`config.mk`:
```
export PLATFORM = sky130hd
export DESIGN_NAME = dmr_mix_router
export DESIGN_NICKNAME = d
export VERILOG_FILES = /design/src/dmr_pkg.sv /design/src/dmr_sidetone_scale.sv /design/src/dmr_chan_mix.sv /design/src/dmr_mix_router.sv
export SDC_FILE = /design/constraint.sdc
export NUM_CORES = 2
export LEC_CHECK = 0
export BUFFER_PORTS_ARGS = -buffer_cell sky130_fd_sc_hd__buf_2
export CELL_PAD_IN_SITES_DETAIL_PLACEMENT = 0
export CELL_PAD_IN_SITES_GLOBAL_PLACEMENT = 2
export CORE_ASPECT_RATIO = 1.1
export CORE_MARGIN = 4
export CORE_UTILIZATION = 40
export DETAILED_ROUTE_END_ITERATION = 7
export HOLD_SLACK_MARGIN = 0.15
export PLACE_DENSITY = 0.91
export RECOVER_POWER = 50
export REMOVE_ABC_BUFFERS = 1
export SYNTH_ARGS = -nofsm -noshare
export SYNTH_HDL_FRONTEND = slang
export SYNTH_SLANG_ARGS = --single-unit
```
`constraint.sdc`:
```
create_clock -name REF_CLK_I -period 13.7 [get_ports REF_CLK_I]
set_input_delay 0 -clock REF_CLK_I [delete_from_list [all_inputs] [get_ports REF_CLK_I]]
set_output_delay 0 -clock REF_CLK_I [all_outputs]
set_load 0.03 [all_outputs]
```
`src/dmr_pkg.sv`:
```
package dmr_pkg;
	localparam int SAMPLE_W = 24;
	localparam int ADDR_W = 8;
	localparam int REG_W = 16;
	localparam int COEF_FRAC = 15;

	// register offsets
	localparam logic [7:0] OFS_AUDIO_PORT_ROUTING_CTRL = 8'h18;
	localparam logic [7:0] OFS_SIDETONE_MIX_CTRL = 8'h20;
	localparam logic [7:0] OFS_MIC_POLARITY_CTRL = 8'h26;
	localparam logic [7:0] OFS_MIX_MODE_CTRL = 8'h30;
	localparam logic [7:0] OFS_MIX_STATUS = 8'h32;

	// audio_port_routing_ctrl fields
	localparam int BIT_LEFT_RX_INVERT = 12;
	localparam int BIT_RIGHT_RX_INVERT = 11;
	localparam int BIT_BOOST_LO = 9;
	localparam int BIT_LEFT_TX_SLOT_SOURCE = 7;
	localparam int BIT_RIGHT_TX_SLOT_SOURCE = 6;
	localparam int BIT_LEFT_DAC_RX_SOURCE = 5;
	localparam int BIT_RIGHT_DAC_RX_SOURCE = 4;
	localparam logic [15:0] ROUTING_MASK = 16'h1ef0;
	localparam logic [15:0] ROUTING_RESET = 16'h0050;

	// sidetone_mix_ctrl fields
	localparam int BIT_LEFT_SIDETONE_VOLUME_LO = 8;
	localparam int BIT_RIGHT_SIDETONE_VOLUME_LO = 4;
	localparam int BIT_LEFT_SIDETONE_SOURCE_LO = 2;
	localparam int BIT_RIGHT_SIDETONE_SOURCE_LO = 0;
	localparam logic [15:0] SIDETONE_MASK = 16'h0fff;
	localparam logic [15:0] SIDETONE_RESET = 16'h0000;

	// mic_polarity_ctrl fields
	localparam int BIT_LEFT_MIC_INVERT = 1;
	localparam int BIT_RIGHT_MIC_INVERT = 0;
	localparam logic [15:0] MIC_POL_MASK = 16'h0003;
	localparam logic [15:0] MIC_POL_RESET = 16'h0000;

	// mix_mode_ctrl fields
	localparam int BIT_MONO_MIX = 0;
	localparam int BIT_DRC_IN_DAC_PATH = 1;
	localparam logic [15:0] MIX_MODE_MASK = 16'h0003;
	localparam logic [15:0] MIX_MODE_RESET = 16'h0000;

	// mix_status fields, write one to clear
	localparam int BIT_LEFT_CLIP = 0;
	localparam int BIT_RIGHT_CLIP = 1;

	typedef enum logic [1:0] {
		DMR_ST_NONE = 2'b00,
		DMR_ST_LEFT = 2'b01,
		DMR_ST_RIGHT = 2'b10,
		DMR_ST_RSVD = 2'b11
	} dmr_st_src_t;

	// sidetone gain, unsigned with 1.0 = 0x8000, 3 dB per code from -36 dB
	function automatic logic [15:0] dmr_st_coef(input logic [3:0] code);
		logic [15:0] c;
		c = 16'h8000;
		case (code)
			4'h0: c = 16'h0207;
			4'h1: c = 16'h02de;
			4'h2: c = 16'h040c;
			4'h3: c = 16'h05b8;
			4'h4: c = 16'h0814;
			4'h5: c = 16'h0b69;
			4'h6: c = 16'h101d;
			4'h7: c = 16'h16c3;
			4'h8: c = 16'h2027;
			4'h9: c = 16'h2d6b;
			4'ha: c = 16'h4027;
			4'hb: c = 16'h5a9e;
			default: c = 16'h8000;
		endcase
		return c;
	endfunction
endpackage

```
`src/dmr_sidetone_scale.sv`:
```
module dmr_sidetone_scale #(
	parameter int DW = dmr_pkg::SAMPLE_W
) (
	// filtered microphone samples
	input wire logic signed [DW-1:0] mic_l_i,
	input wire logic signed [DW-1:0] mic_r_i,
	// controls
	input wire logic [1:0] src_i,
	input wire logic [3:0] vol_i,
	// scaled sidetone
	output logic signed [DW-1:0] st_o
);
	import dmr_pkg::*;

	logic signed [DW-1:0] sel;
	logic signed [DW+16:0] prod;
	logic signed [DW+16:0] shifted;

	always_comb begin
		unique case (dmr_st_src_t'(src_i))
			DMR_ST_LEFT: sel = mic_l_i;
			DMR_ST_RIGHT: sel = mic_r_i;
			DMR_ST_NONE, DMR_ST_RSVD: sel = '0;
		endcase
		prod = sel * $signed({1'b0, dmr_st_coef(vol_i)});
		shifted = prod >>> COEF_FRAC;
		// gain never exceeds 1.0 so the low bits always hold the result
		st_o = shifted[DW-1:0];
	end
endmodule

```
`src/dmr_chan_mix.sv`:
```
module dmr_chan_mix #(
	parameter int DW = dmr_pkg::SAMPLE_W
) (
	// routed receive data and sidetone
	input wire logic signed [DW-1:0] rx_i,
	input wire logic signed [DW-1:0] st_i,
	input wire logic [1:0] boost_i,
	// dac input word
	output logic signed [DW-1:0] dac_o,
	output logic clip_o
);
	localparam logic signed [DW+4:0] MAXV = (DW+5)'((64'sd1 <<< (DW-1)) - 1);
	localparam logic signed [DW+4:0] MINV = -MAXV - (DW+5)'(1);

	logic signed [DW+4:0] boosted;
	logic signed [DW+4:0] sum;

	always_comb begin
		// 6 dB per boost step
		boosted = (DW+5)'(rx_i) <<< boost_i;
		sum = boosted + (DW+5)'(st_i);
		clip_o = 1'b0;
		dac_o = sum[DW-1:0];
		if (sum > MAXV) begin
			dac_o = MAXV[DW-1:0];
			clip_o = 1'b1;
		end else if (sum < MINV) begin
			dac_o = MINV[DW-1:0];
			clip_o = 1'b1;
		end
	end
endmodule

```
`src/dmr_mix_router.sv`:
```
// Function
// - left tx slot source select, reset 0
// - right tx slot source select, reset 1
// - mic polarity inversion per channel
// - dac data inversion per channel
// - left dac receive source select
// - right dac receive source select, reset 1
// - receive boost 0/6/12/18 dB
// - sidetone taken from filtered mic data
// - left dac sidetone source field
// - right dac sidetone source field
// - four-bit sidetone volume per dac
// - volume -36 dB, 3 dB steps, 0 dB top
// - add scaled sidetone to dac data
// - optional mono mix to both dacs
// - dynamic range control path select
module dmr_mix_router #(
	parameter int DW = dmr_pkg::SAMPLE_W
) (
	// clock and reset
	input wire logic REF_CLK_I,
	input wire logic RST_I,
	// register port
	input wire logic [dmr_pkg::ADDR_W-1:0] REG_ADDR_I,
	input wire logic [dmr_pkg::REG_W-1:0] REG_WDATA_I,
	input wire logic REG_WR_I,
	input wire logic REG_RD_I,
	output logic [dmr_pkg::REG_W-1:0] REG_RDATA_O,
	// microphone high-pass filter outputs
	input wire logic signed [DW-1:0] MIC_L_I,
	input wire logic signed [DW-1:0] MIC_R_I,
	input wire logic MIC_VALID_I,
	// interface receive words
	input wire logic signed [DW-1:0] RX_L_I,
	input wire logic signed [DW-1:0] RX_R_I,
	input wire logic RX_VALID_I,
	// interface transmit slots
	output logic signed [DW-1:0] TX_L_O,
	output logic signed [DW-1:0] TX_R_O,
	output logic TX_VALID_O,
	// dac inputs
	output logic signed [DW-1:0] DAC_L_O,
	output logic signed [DW-1:0] DAC_R_O,
	output logic DAC_VALID_O,
	// dynamic range control placement
	output logic DRC_IN_DAC_PATH_O
);
	import dmr_pkg::*;

	localparam logic signed [DW-1:0] SMAX = {1'b0, {(DW-1){1'b1}}};
	localparam logic signed [DW-1:0] SMIN = {1'b1, {(DW-1){1'b0}}};

	function automatic logic signed [DW-1:0] neg_sat(input logic signed [DW-1:0] x,
			input logic inv);
		logic signed [DW-1:0] r;
		r = x;
		if (inv) begin
			r = (x == SMIN) ? SMAX : -x;
		end
		return r;
	endfunction

	// register state
	logic [15:0] routing_ff, nxt_routing;
	logic [15:0] sidetone_ff, nxt_sidetone;
	logic [15:0] mic_pol_ff, nxt_mic_pol;
	logic [15:0] mix_mode_ff, nxt_mix_mode;
	logic [1:0] clip_ff, nxt_clip;
	logic [15:0] rdata_ff, nxt_rdata;
	logic drc_ff, nxt_drc;

	// datapath state
	logic signed [DW-1:0] mic_l_ff, nxt_mic_l;
	logic signed [DW-1:0] mic_r_ff, nxt_mic_r;
	logic signed [DW-1:0] tx_l_ff, nxt_tx_l;
	logic signed [DW-1:0] tx_r_ff, nxt_tx_r;
	logic tx_vld_ff, nxt_tx_vld;
	logic signed [DW-1:0] dac_l_ff, nxt_dac_l;
	logic signed [DW-1:0] dac_r_ff, nxt_dac_r;
	logic dac_vld_ff, nxt_dac_vld;

	logic signed [DW-1:0] mic_l_pol, mic_r_pol;
	logic signed [DW-1:0] rx_l_sel, rx_r_sel;
	logic signed [DW:0] mono_sum;
	logic signed [DW-1:0] mix_l, mix_r;
	logic signed [DW-1:0] st_l, st_r;
	logic signed [DW-1:0] ch_l, ch_r;
	logic clip_l, clip_r;

	// configuration registers
	always_comb begin
		nxt_routing = routing_ff;
		nxt_sidetone = sidetone_ff;
		nxt_mic_pol = mic_pol_ff;
		nxt_mix_mode = mix_mode_ff;
		if (REG_WR_I) begin
			unique case (REG_ADDR_I)
				OFS_AUDIO_PORT_ROUTING_CTRL: nxt_routing = REG_WDATA_I & ROUTING_MASK;
				OFS_SIDETONE_MIX_CTRL: nxt_sidetone = REG_WDATA_I & SIDETONE_MASK;
				OFS_MIC_POLARITY_CTRL: nxt_mic_pol = REG_WDATA_I & MIC_POL_MASK;
				OFS_MIX_MODE_CTRL: nxt_mix_mode = REG_WDATA_I & MIX_MODE_MASK;
				default: ;
			endcase
		end
	end

	always_ff @(posedge REF_CLK_I or posedge RST_I) begin
		if (RST_I) begin
			routing_ff <= ROUTING_RESET;
			sidetone_ff <= SIDETONE_RESET;
			mic_pol_ff <= MIC_POL_RESET;
			mix_mode_ff <= MIX_MODE_RESET;
		end else begin
			routing_ff <= nxt_routing;
			sidetone_ff <= nxt_sidetone;
			mic_pol_ff <= nxt_mic_pol;
			mix_mode_ff <= nxt_mix_mode;
		end
	end

	// sticky clip flags, write one to clear
	always_comb begin
		nxt_clip = clip_ff;
		if (REG_WR_I && REG_ADDR_I == OFS_MIX_STATUS) begin
			nxt_clip = clip_ff & ~REG_WDATA_I[1:0];
		end
		// a clip in the clearing cycle stays recorded
		if (RX_VALID_I) begin
			nxt_clip = nxt_clip | {clip_r, clip_l};
		end
	end

	always_ff @(posedge REF_CLK_I or posedge RST_I) begin
		if (RST_I) begin
			clip_ff <= 2'b00;
		end else begin
			clip_ff <= nxt_clip;
		end
	end

	// read data stands one cycle and is zero otherwise
	always_comb begin
		nxt_rdata = '0;
		if (REG_RD_I) begin
			unique case (REG_ADDR_I)
				OFS_AUDIO_PORT_ROUTING_CTRL: nxt_rdata = routing_ff;
				OFS_SIDETONE_MIX_CTRL: nxt_rdata = sidetone_ff;
				OFS_MIC_POLARITY_CTRL: nxt_rdata = mic_pol_ff;
				OFS_MIX_MODE_CTRL: nxt_rdata = mix_mode_ff;
				OFS_MIX_STATUS: nxt_rdata = {14'h0000, clip_ff};
				default: nxt_rdata = '0;
			endcase
		end
	end

	always_ff @(posedge REF_CLK_I or posedge RST_I) begin
		if (RST_I) begin
			rdata_ff <= 16'h0000;
		end else begin
			rdata_ff <= nxt_rdata;
		end
	end

	// range controller placement, registered so the output comes from a flop
	always_comb begin
		nxt_drc = mix_mode_ff[BIT_DRC_IN_DAC_PATH];
	end

	always_ff @(posedge REF_CLK_I or posedge RST_I) begin
		if (RST_I) begin
			drc_ff <= 1'b0;
		end else begin
			drc_ff <= nxt_drc;
		end
	end

	// microphone side: polarity, slot routing, sidetone hold
	always_comb begin
		mic_l_pol = neg_sat(MIC_L_I, mic_pol_ff[BIT_LEFT_MIC_INVERT]);
		mic_r_pol = neg_sat(MIC_R_I, mic_pol_ff[BIT_RIGHT_MIC_INVERT]);
		nxt_tx_l = tx_l_ff;
		nxt_tx_r = tx_r_ff;
		nxt_mic_l = mic_l_ff;
		nxt_mic_r = mic_r_ff;
		nxt_tx_vld = MIC_VALID_I;
		if (MIC_VALID_I) begin
			nxt_tx_l = routing_ff[BIT_LEFT_TX_SLOT_SOURCE] ? mic_r_pol : mic_l_pol;
			nxt_tx_r = routing_ff[BIT_RIGHT_TX_SLOT_SOURCE] ? mic_r_pol : mic_l_pol;
			// held so sidetone is ready whenever a receive word arrives
			nxt_mic_l = MIC_L_I;
			nxt_mic_r = MIC_R_I;
		end
	end

	// receive side: routing, inversion, mono mix
	always_comb begin
		rx_l_sel = routing_ff[BIT_LEFT_DAC_RX_SOURCE] ? RX_R_I : RX_L_I;
		rx_r_sel = routing_ff[BIT_RIGHT_DAC_RX_SOURCE] ? RX_R_I : RX_L_I;
		rx_l_sel = neg_sat(rx_l_sel, routing_ff[BIT_LEFT_RX_INVERT]);
		rx_r_sel = neg_sat(rx_r_sel, routing_ff[BIT_RIGHT_RX_INVERT]);
		mono_sum = (DW+1)'(rx_l_sel) + (DW+1)'(rx_r_sel);
		mix_l = rx_l_sel;
		mix_r = rx_r_sel;
		if (mix_mode_ff[BIT_MONO_MIX]) begin
			// halving keeps the mono word in range without saturation
			mix_l = mono_sum[DW:1];
			mix_r = mono_sum[DW:1];
		end
		nxt_dac_vld = RX_VALID_I;
		nxt_dac_l = RX_VALID_I ? ch_l : dac_l_ff;
		nxt_dac_r = RX_VALID_I ? ch_r : dac_r_ff;
	end

	dmr_sidetone_scale #(.DW(DW)) u_st_l (
		.mic_l_i(mic_l_ff),
		.mic_r_i(mic_r_ff),
		.src_i(sidetone_ff[BIT_LEFT_SIDETONE_SOURCE_LO +: 2]),
		.vol_i(sidetone_ff[BIT_LEFT_SIDETONE_VOLUME_LO +: 4]),
		.st_o(st_l)
	);

	dmr_sidetone_scale #(.DW(DW)) u_st_r (
		.mic_l_i(mic_l_ff),
		.mic_r_i(mic_r_ff),
		.src_i(sidetone_ff[BIT_RIGHT_SIDETONE_SOURCE_LO +: 2]),
		.vol_i(sidetone_ff[BIT_RIGHT_SIDETONE_VOLUME_LO +: 4]),
		.st_o(st_r)
	);

	dmr_chan_mix #(.DW(DW)) u_mix_l (
		.rx_i(mix_l),
		.st_i(st_l),
		.boost_i(routing_ff[BIT_BOOST_LO +: 2]),
		.dac_o(ch_l),
		.clip_o(clip_l)
	);

	dmr_chan_mix #(.DW(DW)) u_mix_r (
		.rx_i(mix_r),
		.st_i(st_r),
		.boost_i(routing_ff[BIT_BOOST_LO +: 2]),
		.dac_o(ch_r),
		.clip_o(clip_r)
	);

	// microphone side registers
	always_ff @(posedge REF_CLK_I or posedge RST_I) begin
		if (RST_I) begin
			mic_l_ff <= '0;
			mic_r_ff <= '0;
			tx_l_ff <= '0;
			tx_r_ff <= '0;
			tx_vld_ff <= 1'b0;
		end else begin
			mic_l_ff <= nxt_mic_l;
			mic_r_ff <= nxt_mic_r;
			tx_l_ff <= nxt_tx_l;
			tx_r_ff <= nxt_tx_r;
			tx_vld_ff <= nxt_tx_vld;
		end
	end

	// receive side registers
	always_ff @(posedge REF_CLK_I or posedge RST_I) begin
		if (RST_I) begin
			dac_l_ff <= '0;
			dac_r_ff <= '0;
			dac_vld_ff <= 1'b0;
		end else begin
			dac_l_ff <= nxt_dac_l;
			dac_r_ff <= nxt_dac_r;
			dac_vld_ff <= nxt_dac_vld;
		end
	end

	assign REG_RDATA_O = rdata_ff;
	assign TX_L_O = tx_l_ff;
	assign TX_R_O = tx_r_ff;
	assign TX_VALID_O = tx_vld_ff;
	assign DAC_L_O = dac_l_ff;
	assign DAC_R_O = dac_r_ff;
	assign DAC_VALID_O = dac_vld_ff;
	assign DRC_IN_DAC_PATH_O = drc_ff;
endmodule

```
### Word level (Yosys, flattened, before mapping)

Memory sizes are Yosys's and may differ from the RTL's.
Index checks and enable logic that the tools add are counted.

| cells by class | value |
|---|---|
| reductions and logical operators | 9 |
| $mul | 2 |
| add/sub/neg operators | 7 |
| bitwise operators | 3 |
| shift operators | 2 |
| equality and inequality tests | 15 |
| div/mod/pow operators | 0 |
| multiplexer cells | 28 |
| magnitude comparators | 4 |

Operators with widths:

| cell | count |
|---|---|
| two-way mux 24 bit | 18 |
| case mux 24 bit (3 select lines) | 2 |
| == test 24 bit (second input constant) | 4 |
| negation 24 bit | 4 |
| multiplier 24 x 17 -> 39 bit | 2 |
| case mux 13 bit (5 select lines) | 1 |
| adder 29 x 24 -> 29 bit | 2 |
| > comparator 29 x 24 -> 1 bit (second input constant) | 2 |
| < comparator 29 x 24 -> 1 bit (second input constant) | 2 |
| <<< shifter 24 x 2 -> 29 bit | 2 |
| == test 8 x 6 -> 1 bit (second input constant) | 4 |
| adder 24 x 24 -> 25 bit | 1 |
| two-way mux 13 bit | 1 |
| == test 2 bit (second input constant) | 4 |
| == test 8 x 5 -> 1 bit (second input constant) | 1 |
| AND reduction 2 bit | 4 |
| == test 2 x 1 -> 1 bit (second input constant) | 2 |
| logical NOT 2 bit | 2 |
| two-way mux 1 bit | 4 |
| two-way mux 2 bit | 2 |
| OR reduction 2 bit | 2 |
| bitwise AND 2 bit | 1 |
| NOT 2 bit | 1 |
| bitwise OR 2 bit | 1 |
| logical AND 1 bit | 1 |

| storage, ports and cells | value |
|---|---|
| output and inout bits | 115 |
| bits in writable memories | 0 |
| flip-flop bits (word level) | 189 |
| input port bits | 126 |
| memory bits (read-only) | 512 |
| logic and storage cells | 87 |
| memories kept | 2 |
| latch bits | 0 |

Memories:

| memory | depth | bits a word | rd ports | clocked after memory_dff | write ports | line | text |
|---|---|---|---|---|---|---|---|
| (no name shown) | 16 | 16 | 1 | 0 | 0 | dmr_pkg.sv:60 | `case (code)` |
| (no name shown) | 16 | 16 | 1 | 0 | 0 | dmr_pkg.sv:60 |  |

### Longest topological paths before layout

| logic depth | value |
|---|---|
| depth in word-level cells | 13 |
| depth in mapped cells | 43 |
| gate-level depth less buffers | 40 |

### Cells and area by module

Synthesis repeated with hierarchy kept, for this count alone.

| unflattened totals | value |
|---|---|
| cells, all modules | 5177 |
| area, all modules | 45090.7 µm² |

By module, submodules not included:

| module | area an instance (µm²) | cells each | seq. area each (µm²) | times used |
|---|---|---|---|---|
| dmr_sidetone_scale (u_st_l) | 13618.1 | 1574 | 0.0 | 1 |
| dmr_sidetone_scale (u_st_r) | 13402.9 | 1553 | 0.0 | 1 |
| dmr_mix_router | 13015.0 | 1400 | 4657.0 | 1 |
| dmr_chan_mix | 2527.4 | 325 | 0.0 | 2 |

### Least setup slack after synthesis

No wires, ideal clock.

| timing | value |
|---|---|
| kind | register -> register |
| start point | register sidetone_ff[9] |
| end point | register dac_l_ff[11] (netlist: DAC_L_O[11]) |
| cell stages (with the launch flop) | 41 |
| setup time | 145 ps |
| data arrival time | 10100 ps |
| period minus slack after synthesis | 10245 ps |
| buffers on the path | 3 |
| data required time | 13555 ps |
| setup slack | 3455 ps |
| cell sequence | dfrtp_1 -> clkbuf_1 -> inv_1 -> ha_1 -> mux2i_1 -> nor2_1 -> a21oi_1 -> clkbuf_1 -> nor2_1 -> fa_1 -> inv_1 -> fa_1 -> fa_1 -> inv_1 -> fa_1 -> fa_1 -> inv_1 -> fa_1 -> [... 5 more ...] -> or3_1 -> a41oi_1 -> a211oi_1 -> a21oi_1 -> a221oi_1 -> xnor2_1 -> ha_1 -> and2_1 -> nand4_1 -> nor2_1 -> and3_1 -> or4_1 -> nand3_1 -> nand2b_1 -> and2_1 -> a211oi_1 -> clkbuf_1 -> a21oi_1 |

| between the ends | value |
|---|---|
| longest elaborated chain between the ends | 6 |
| elaborated cells on any way between the ends | 7 |
| classes of those cells | 1 x add/sub; 1 x mul; 2 x order compare; 2 x mux; 1 x memory |

Ends and longest elaborated chain:

| element | line | text |
|---|---|---|
| start, declared | dmr_mix_router.sv:65 | `logic [15:0] sidetone_ff, nxt_sidetone;` |
| start signal, assigned | dmr_mix_router.sv:115 | `sidetone_ff <= nxt_sidetone;` |
| memory read (16 x 16 bit) (*) | n/a |  |
| multiplier 24 x 17 -> 39 bit (*) | dmr_sidetone_scale.sv:25 | `prod = sel * $signed({1'b0, dmr_st_coef(vol_i)});` |
| adder 29 x 24 -> 29 bit (*) | dmr_chan_mix.sv:21 | `sum = boosted + (DW+5)'(st_i);` |
| < comparator 29 x 24 -> 1 bit | dmr_chan_mix.sv:27 | `end else if (sum < MINV) begin` |
| two-way mux 24 bit | dmr_chan_mix.sv:27 |  |
| two-way mux 24 bit (*) | dmr_chan_mix.sv:24 | `if (sum > MAXV) begin` |
| end signal, assigned | dmr_mix_router.sv:270 | `dac_l_ff <= nxt_dac_l;` |
| end, declared | dmr_mix_router.sv:78 | `logic signed [DW-1:0] dac_l_ff, nxt_dac_l;` |

Mark *: on every way between the ends. The rest lies on a longest branch, timed or not.
A chain may end at the register's enable or synchronous reset.

### Worst setup path after layout

| timing | value |
|---|---|
| start point | register sidetone_ff[5] |
| end point | register dac_r_ff[14] (netlist: DAC_R_O[14]) |

| between the ends | value |
|---|---|
| longest elaborated chain between the ends | 6 |
| elaborated cells on any way between the ends | 7 |
| classes of those cells | 1 x add/sub; 1 x mul; 2 x order compare; 2 x mux; 1 x memory |

Ends and longest elaborated chain:

| element | line | text |
|---|---|---|
| memory read (16 x 16 bit) (*) | n/a |  |
| multiplier 24 x 17 -> 39 bit (*) | dmr_sidetone_scale.sv:25 |  |
| adder 29 x 24 -> 29 bit (*) | dmr_chan_mix.sv:21 |  |
| < comparator 29 x 24 -> 1 bit | dmr_chan_mix.sv:27 |  |
| two-way mux 24 bit | dmr_chan_mix.sv:27 |  |
| two-way mux 24 bit (*) | dmr_chan_mix.sv:24 |  |
| end signal, assigned | dmr_mix_router.sv:271 | `dac_r_ff <= nxt_dac_r;` |
| end, declared | dmr_mix_router.sv:79 | `logic signed [DW-1:0] dac_r_ff, nxt_dac_r;` |

Marked as above.

==> flow_metrics.env <==
export IMPL_outcome="finished with violations"
export IMPL_violations="capacitance limit, slew limit"
export IMPL_critPathLaunch="sidetone_ff[5]"
export IMPL_worstPathBufferInverterCount=5
export IMPL_drt_pre_antenna_iters=8
export IMPL_cp_end_kind="flip-flop"
export IMPL_numCtsBuffers=17
export IMPL_grt_max_degree=110
export IMPL_h_tree_depth=4
export IMPL_yosysTopAreaCell="fa_1"
export IMPL_placed_area_um2=46200
export IMPL_reg2reg_to="DAC_R_O[14]"
export IMPL_post_drt_wl_per_cell_um=21.4
export IMPL_crit_arrival_ns=11.89
export IMPL_grt_pass1_wl_mm=219
export IMPL_maxSlewHeadroom_pct=-268
export IMPL_fill_cells=10800
export IMPL_p_leak_nw=22.7
export IMPL_path_common_cell="fa_1"
export IMPL_start_kind="flip-flop"
export IMPL_synth_xor_area_share_pct=3.47
export IMPL_worstMarginPinSlew_ns=5.49
export IMPL_finish_utilization_pct=44.0
export IMPL_post_cts_setup_buffer_count=0
export IMPL_grt_ovfl_total=0
export IMPL_drive_gt1_share_pct=8.50
export IMPL_finalHoldViolCount=0
export IMPL_place_congestion=0.918
export IMPL_worstHoldPathType="input pin to flip-flop"
export IMPL_rsz0062_at_grt="no"
export IMPL_postSynthCellCount=5107
export IMPL_holdWs_ns=0.219
export IMPL_final_cell_mix="inv_1 (877), fa_1 (729), nand2_1 (659)"
export IMPL_initial_utilization_pct=40.5
export IMPL_drc=0
export IMPL_fin_nets=6395
export IMPL_first_global_vias=37300
export IMPL_synth_top_family_by_area="adder cells"
export IMPL_critical_path_top_delay_family="adder cells"
export IMPL_ys_ff_latch=186
export IMPL_worstSetupPathType="flip-flop to flip-flop"
export IMPL_synth_area_mux_share_pct=5.93
export IMPL_ys_types=92
export IMPL_fmax_ghz=0.0862
export IMPL_routed_wirelength_mm=143
export IMPL_synth_adder_area_share_pct=41.5
export IMPL_drt_iter0_drc=2712
export IMPL_vias=36700
export IMPL_antenna_found_initial=11
export IMPL_rows=126
export IMPL_tns_ns=0
export IMPL_ir_drop_mv=0.0786
export IMPL_design_area_um2=47400
export IMPL_clockBufferDepth=2
export IMPL_area_growth_pct=8.75
export IMPL_die_y_um=354
export IMPL_cts_root_buf="clkbuf_16"
export IMPL_avgSynthCellArea_um2=8.54
export IMPL_portBuffers=234
export IMPL_die_x_um=323
export IMPL_grtUsageTotal_pct=25.1
export IMPL_required_ns=13.99
export IMPL_period_needed_ns=11.60
export IMPL_ys_warn_count=0
export IMPL_synth_ff_type="dfrtp_1"
export IMPL_cts_num_sinks=186
export IMPL_clk_transition_reported_paths_ns=0.11
export IMPL_r2r_cells=38
export IMPL_powerDensity_nw_per_um2=71.1
export IMPL_final_period_utilization_pct=84.6
export IMPL_yosysSeqAreaShare_pct=10.7
export IMPL_cts_tree="yes"
export IMPL_async_reset_ff_share_pct=100
export IMPL_finalSetupViolations=0
export IMPL_critPathMaxFanout=16
export IMPL_crit_path_end="DAC_R_O[14]"
export IMPL_die_area_um2=114000
export IMPL_synth_compound_area_share_pct=13.3
export IMPL_finalNonFillerCells=6684
export IMPL_cp_slowest_cell="nor3_1"
export IMPL_synth_top_area_share_pct=33.5
export IMPL_synth_edf_count=0
export IMPL_reg2reg_from="sidetone_ff[5]"
export IMPL_cap_viol_max_count=4
export IMPL_ios=241
export IMPL_yosys_area_share_simple_pct=15.4
export IMPL_hpwl_mm=116
export IMPL_synth_area_um2=43600
export IMPL_fin_worst_skew_ns=0.0305
export IMPL_yosys_top_cells_area="fa_1 (33%), dfrtp_1 (11%), ha_1 (8.1%)"
export IMPL_drv_slew=282
export IMPL_layout_commonest_cell="inv_1"
export IMPL_dp_cells=6572
export IMPL_core_um2=108000
export IMPL_routed_via_density=5.49
export IMPL_crit_path_max_incr_delay_ns=0.98
export IMPL_ant_nets=0
export IMPL_r2r_setup_slack_ns=2.10
export IMPL_worstSetupPathDepth=38
export IMPL_insertion_delay_ns=0.56
-- routing by layer --
metal  track usage, %  share of wire, %
met1             31.9                40
met2             43.4                50
met3             3.89               6.0
met4             8.99               3.9
met5                0            0.0049
-- logic make-up after synthesis --
family	after synthesis
other cells	1
fa+ha+maj	1010
mux	235
compound gates	850
flops	186
xor+xnor	172
buf+inv	1121
simple gates	1532
-- synthesized netlist by cell type (13+ instances only) --
cell type	count
o211ai_1	15
and2_1	51
o21a_1	37
a21boi_0	15
nor2_1	498
dfrtp_1	184
o2bb2ai_1	18
fa_1	729
o31ai_1	20
a211oi_1	18
a22o_1	58
nand2_1	659
a21oi_1	196
mux2i_1	68
clkbuf_1	199
nor2b_1	28
or2_2	19
xnor2_1	112
a31oi_1	24
and3_1	30
nor3b_1	13
a22oi_1	73
a21o_1	67
xor2_1	59
mux2_2	165
nand2b_1	36
nand4_1	16
inv_1	878
or3_1	17
ha_1	281
nand3_1	37
buf_1	34
o21ai_0	160
nor3_1	61
a311oi_1	14
o22ai_1	17
-- registers in the layout, summed over array words and instances, names as in the netlist --
name / count
DAC_L_O: 24
DAC_R_O: 24
TX_L_O: 24
TX_R_O: 24
mic_l_ff: 24
mic_r_ff: 24
REG_RDATA_O: 13
sidetone_ff: 12
routing_ff: 8
clip_ff: 2
mic_pol_ff: 2
mix_mode_ff: 2
DAC_VALID_O: 1
DRC_IN_DAC_PATH_O: 1
TX_VALID_O: 1
-- worst min-delay path, delay by kind of cell --
family                 cells  cell delay (ns)
AND/OR/NAND/NOR            3             0.28
AO/OA/AOI/OAI              2             0.33
buffers and inverters      1             0.09
-- stage by stage --
step	power, mW	worst slack [ns]
2_1_floorplan	2.14	2.42
3_3_place_gp	2.81	2.42
3_5_place_dp	2.83	2.32
4_1_cts	3.41	2.26
5_1_grt	3.61	1.42
6_report	3.37	2.10
-- cell type report --
class                   count  area (um2)  share of cell area [%]
well taps                1408        1760                    3.72
inverters                 882        3310                    6.99
repair buffers            370        2220                    4.69
clock buffers              17         425                   0.897
multi-input cells        3802       34800                    73.5
clock inverters            15         181                   0.383
diodes                      4        10.0                  0.0211
flip-flops and latches    186        4660                    9.83
-- power by group --
group	internal [mW]	total, mW	switching [mW]
clock network	0.261	0.554	0.293
logic	0.714	2.06	1.35
registers	0.660	0.758	0.0977
total	1.63	3.37	1.74
-- repair_timing --
action,in CTS,in global routing
hold endpoints to repair,242,0
hold buffers,76,0
resized for setup,0,0
-- worst min-delay path by stage --
stage,end,startpoint,cells after the start,slack (ns)
detailed placement,sidetone_ff[2],REG_WDATA_I[2],2,0.24
global placement,DAC_R_O[9],RST_I,2,0.23
floorplan,DAC_VALID_O,RX_VALID_I,0,0.03
global route,routing_ff[12],REG_WDATA_I[12],3,0.23
CTS,DAC_R_O[9],RST_I,3,0.18
finish,REG_RDATA_O[1],REG_ADDR_I[6],6,0.22
(Power assumes the default switching activity.)
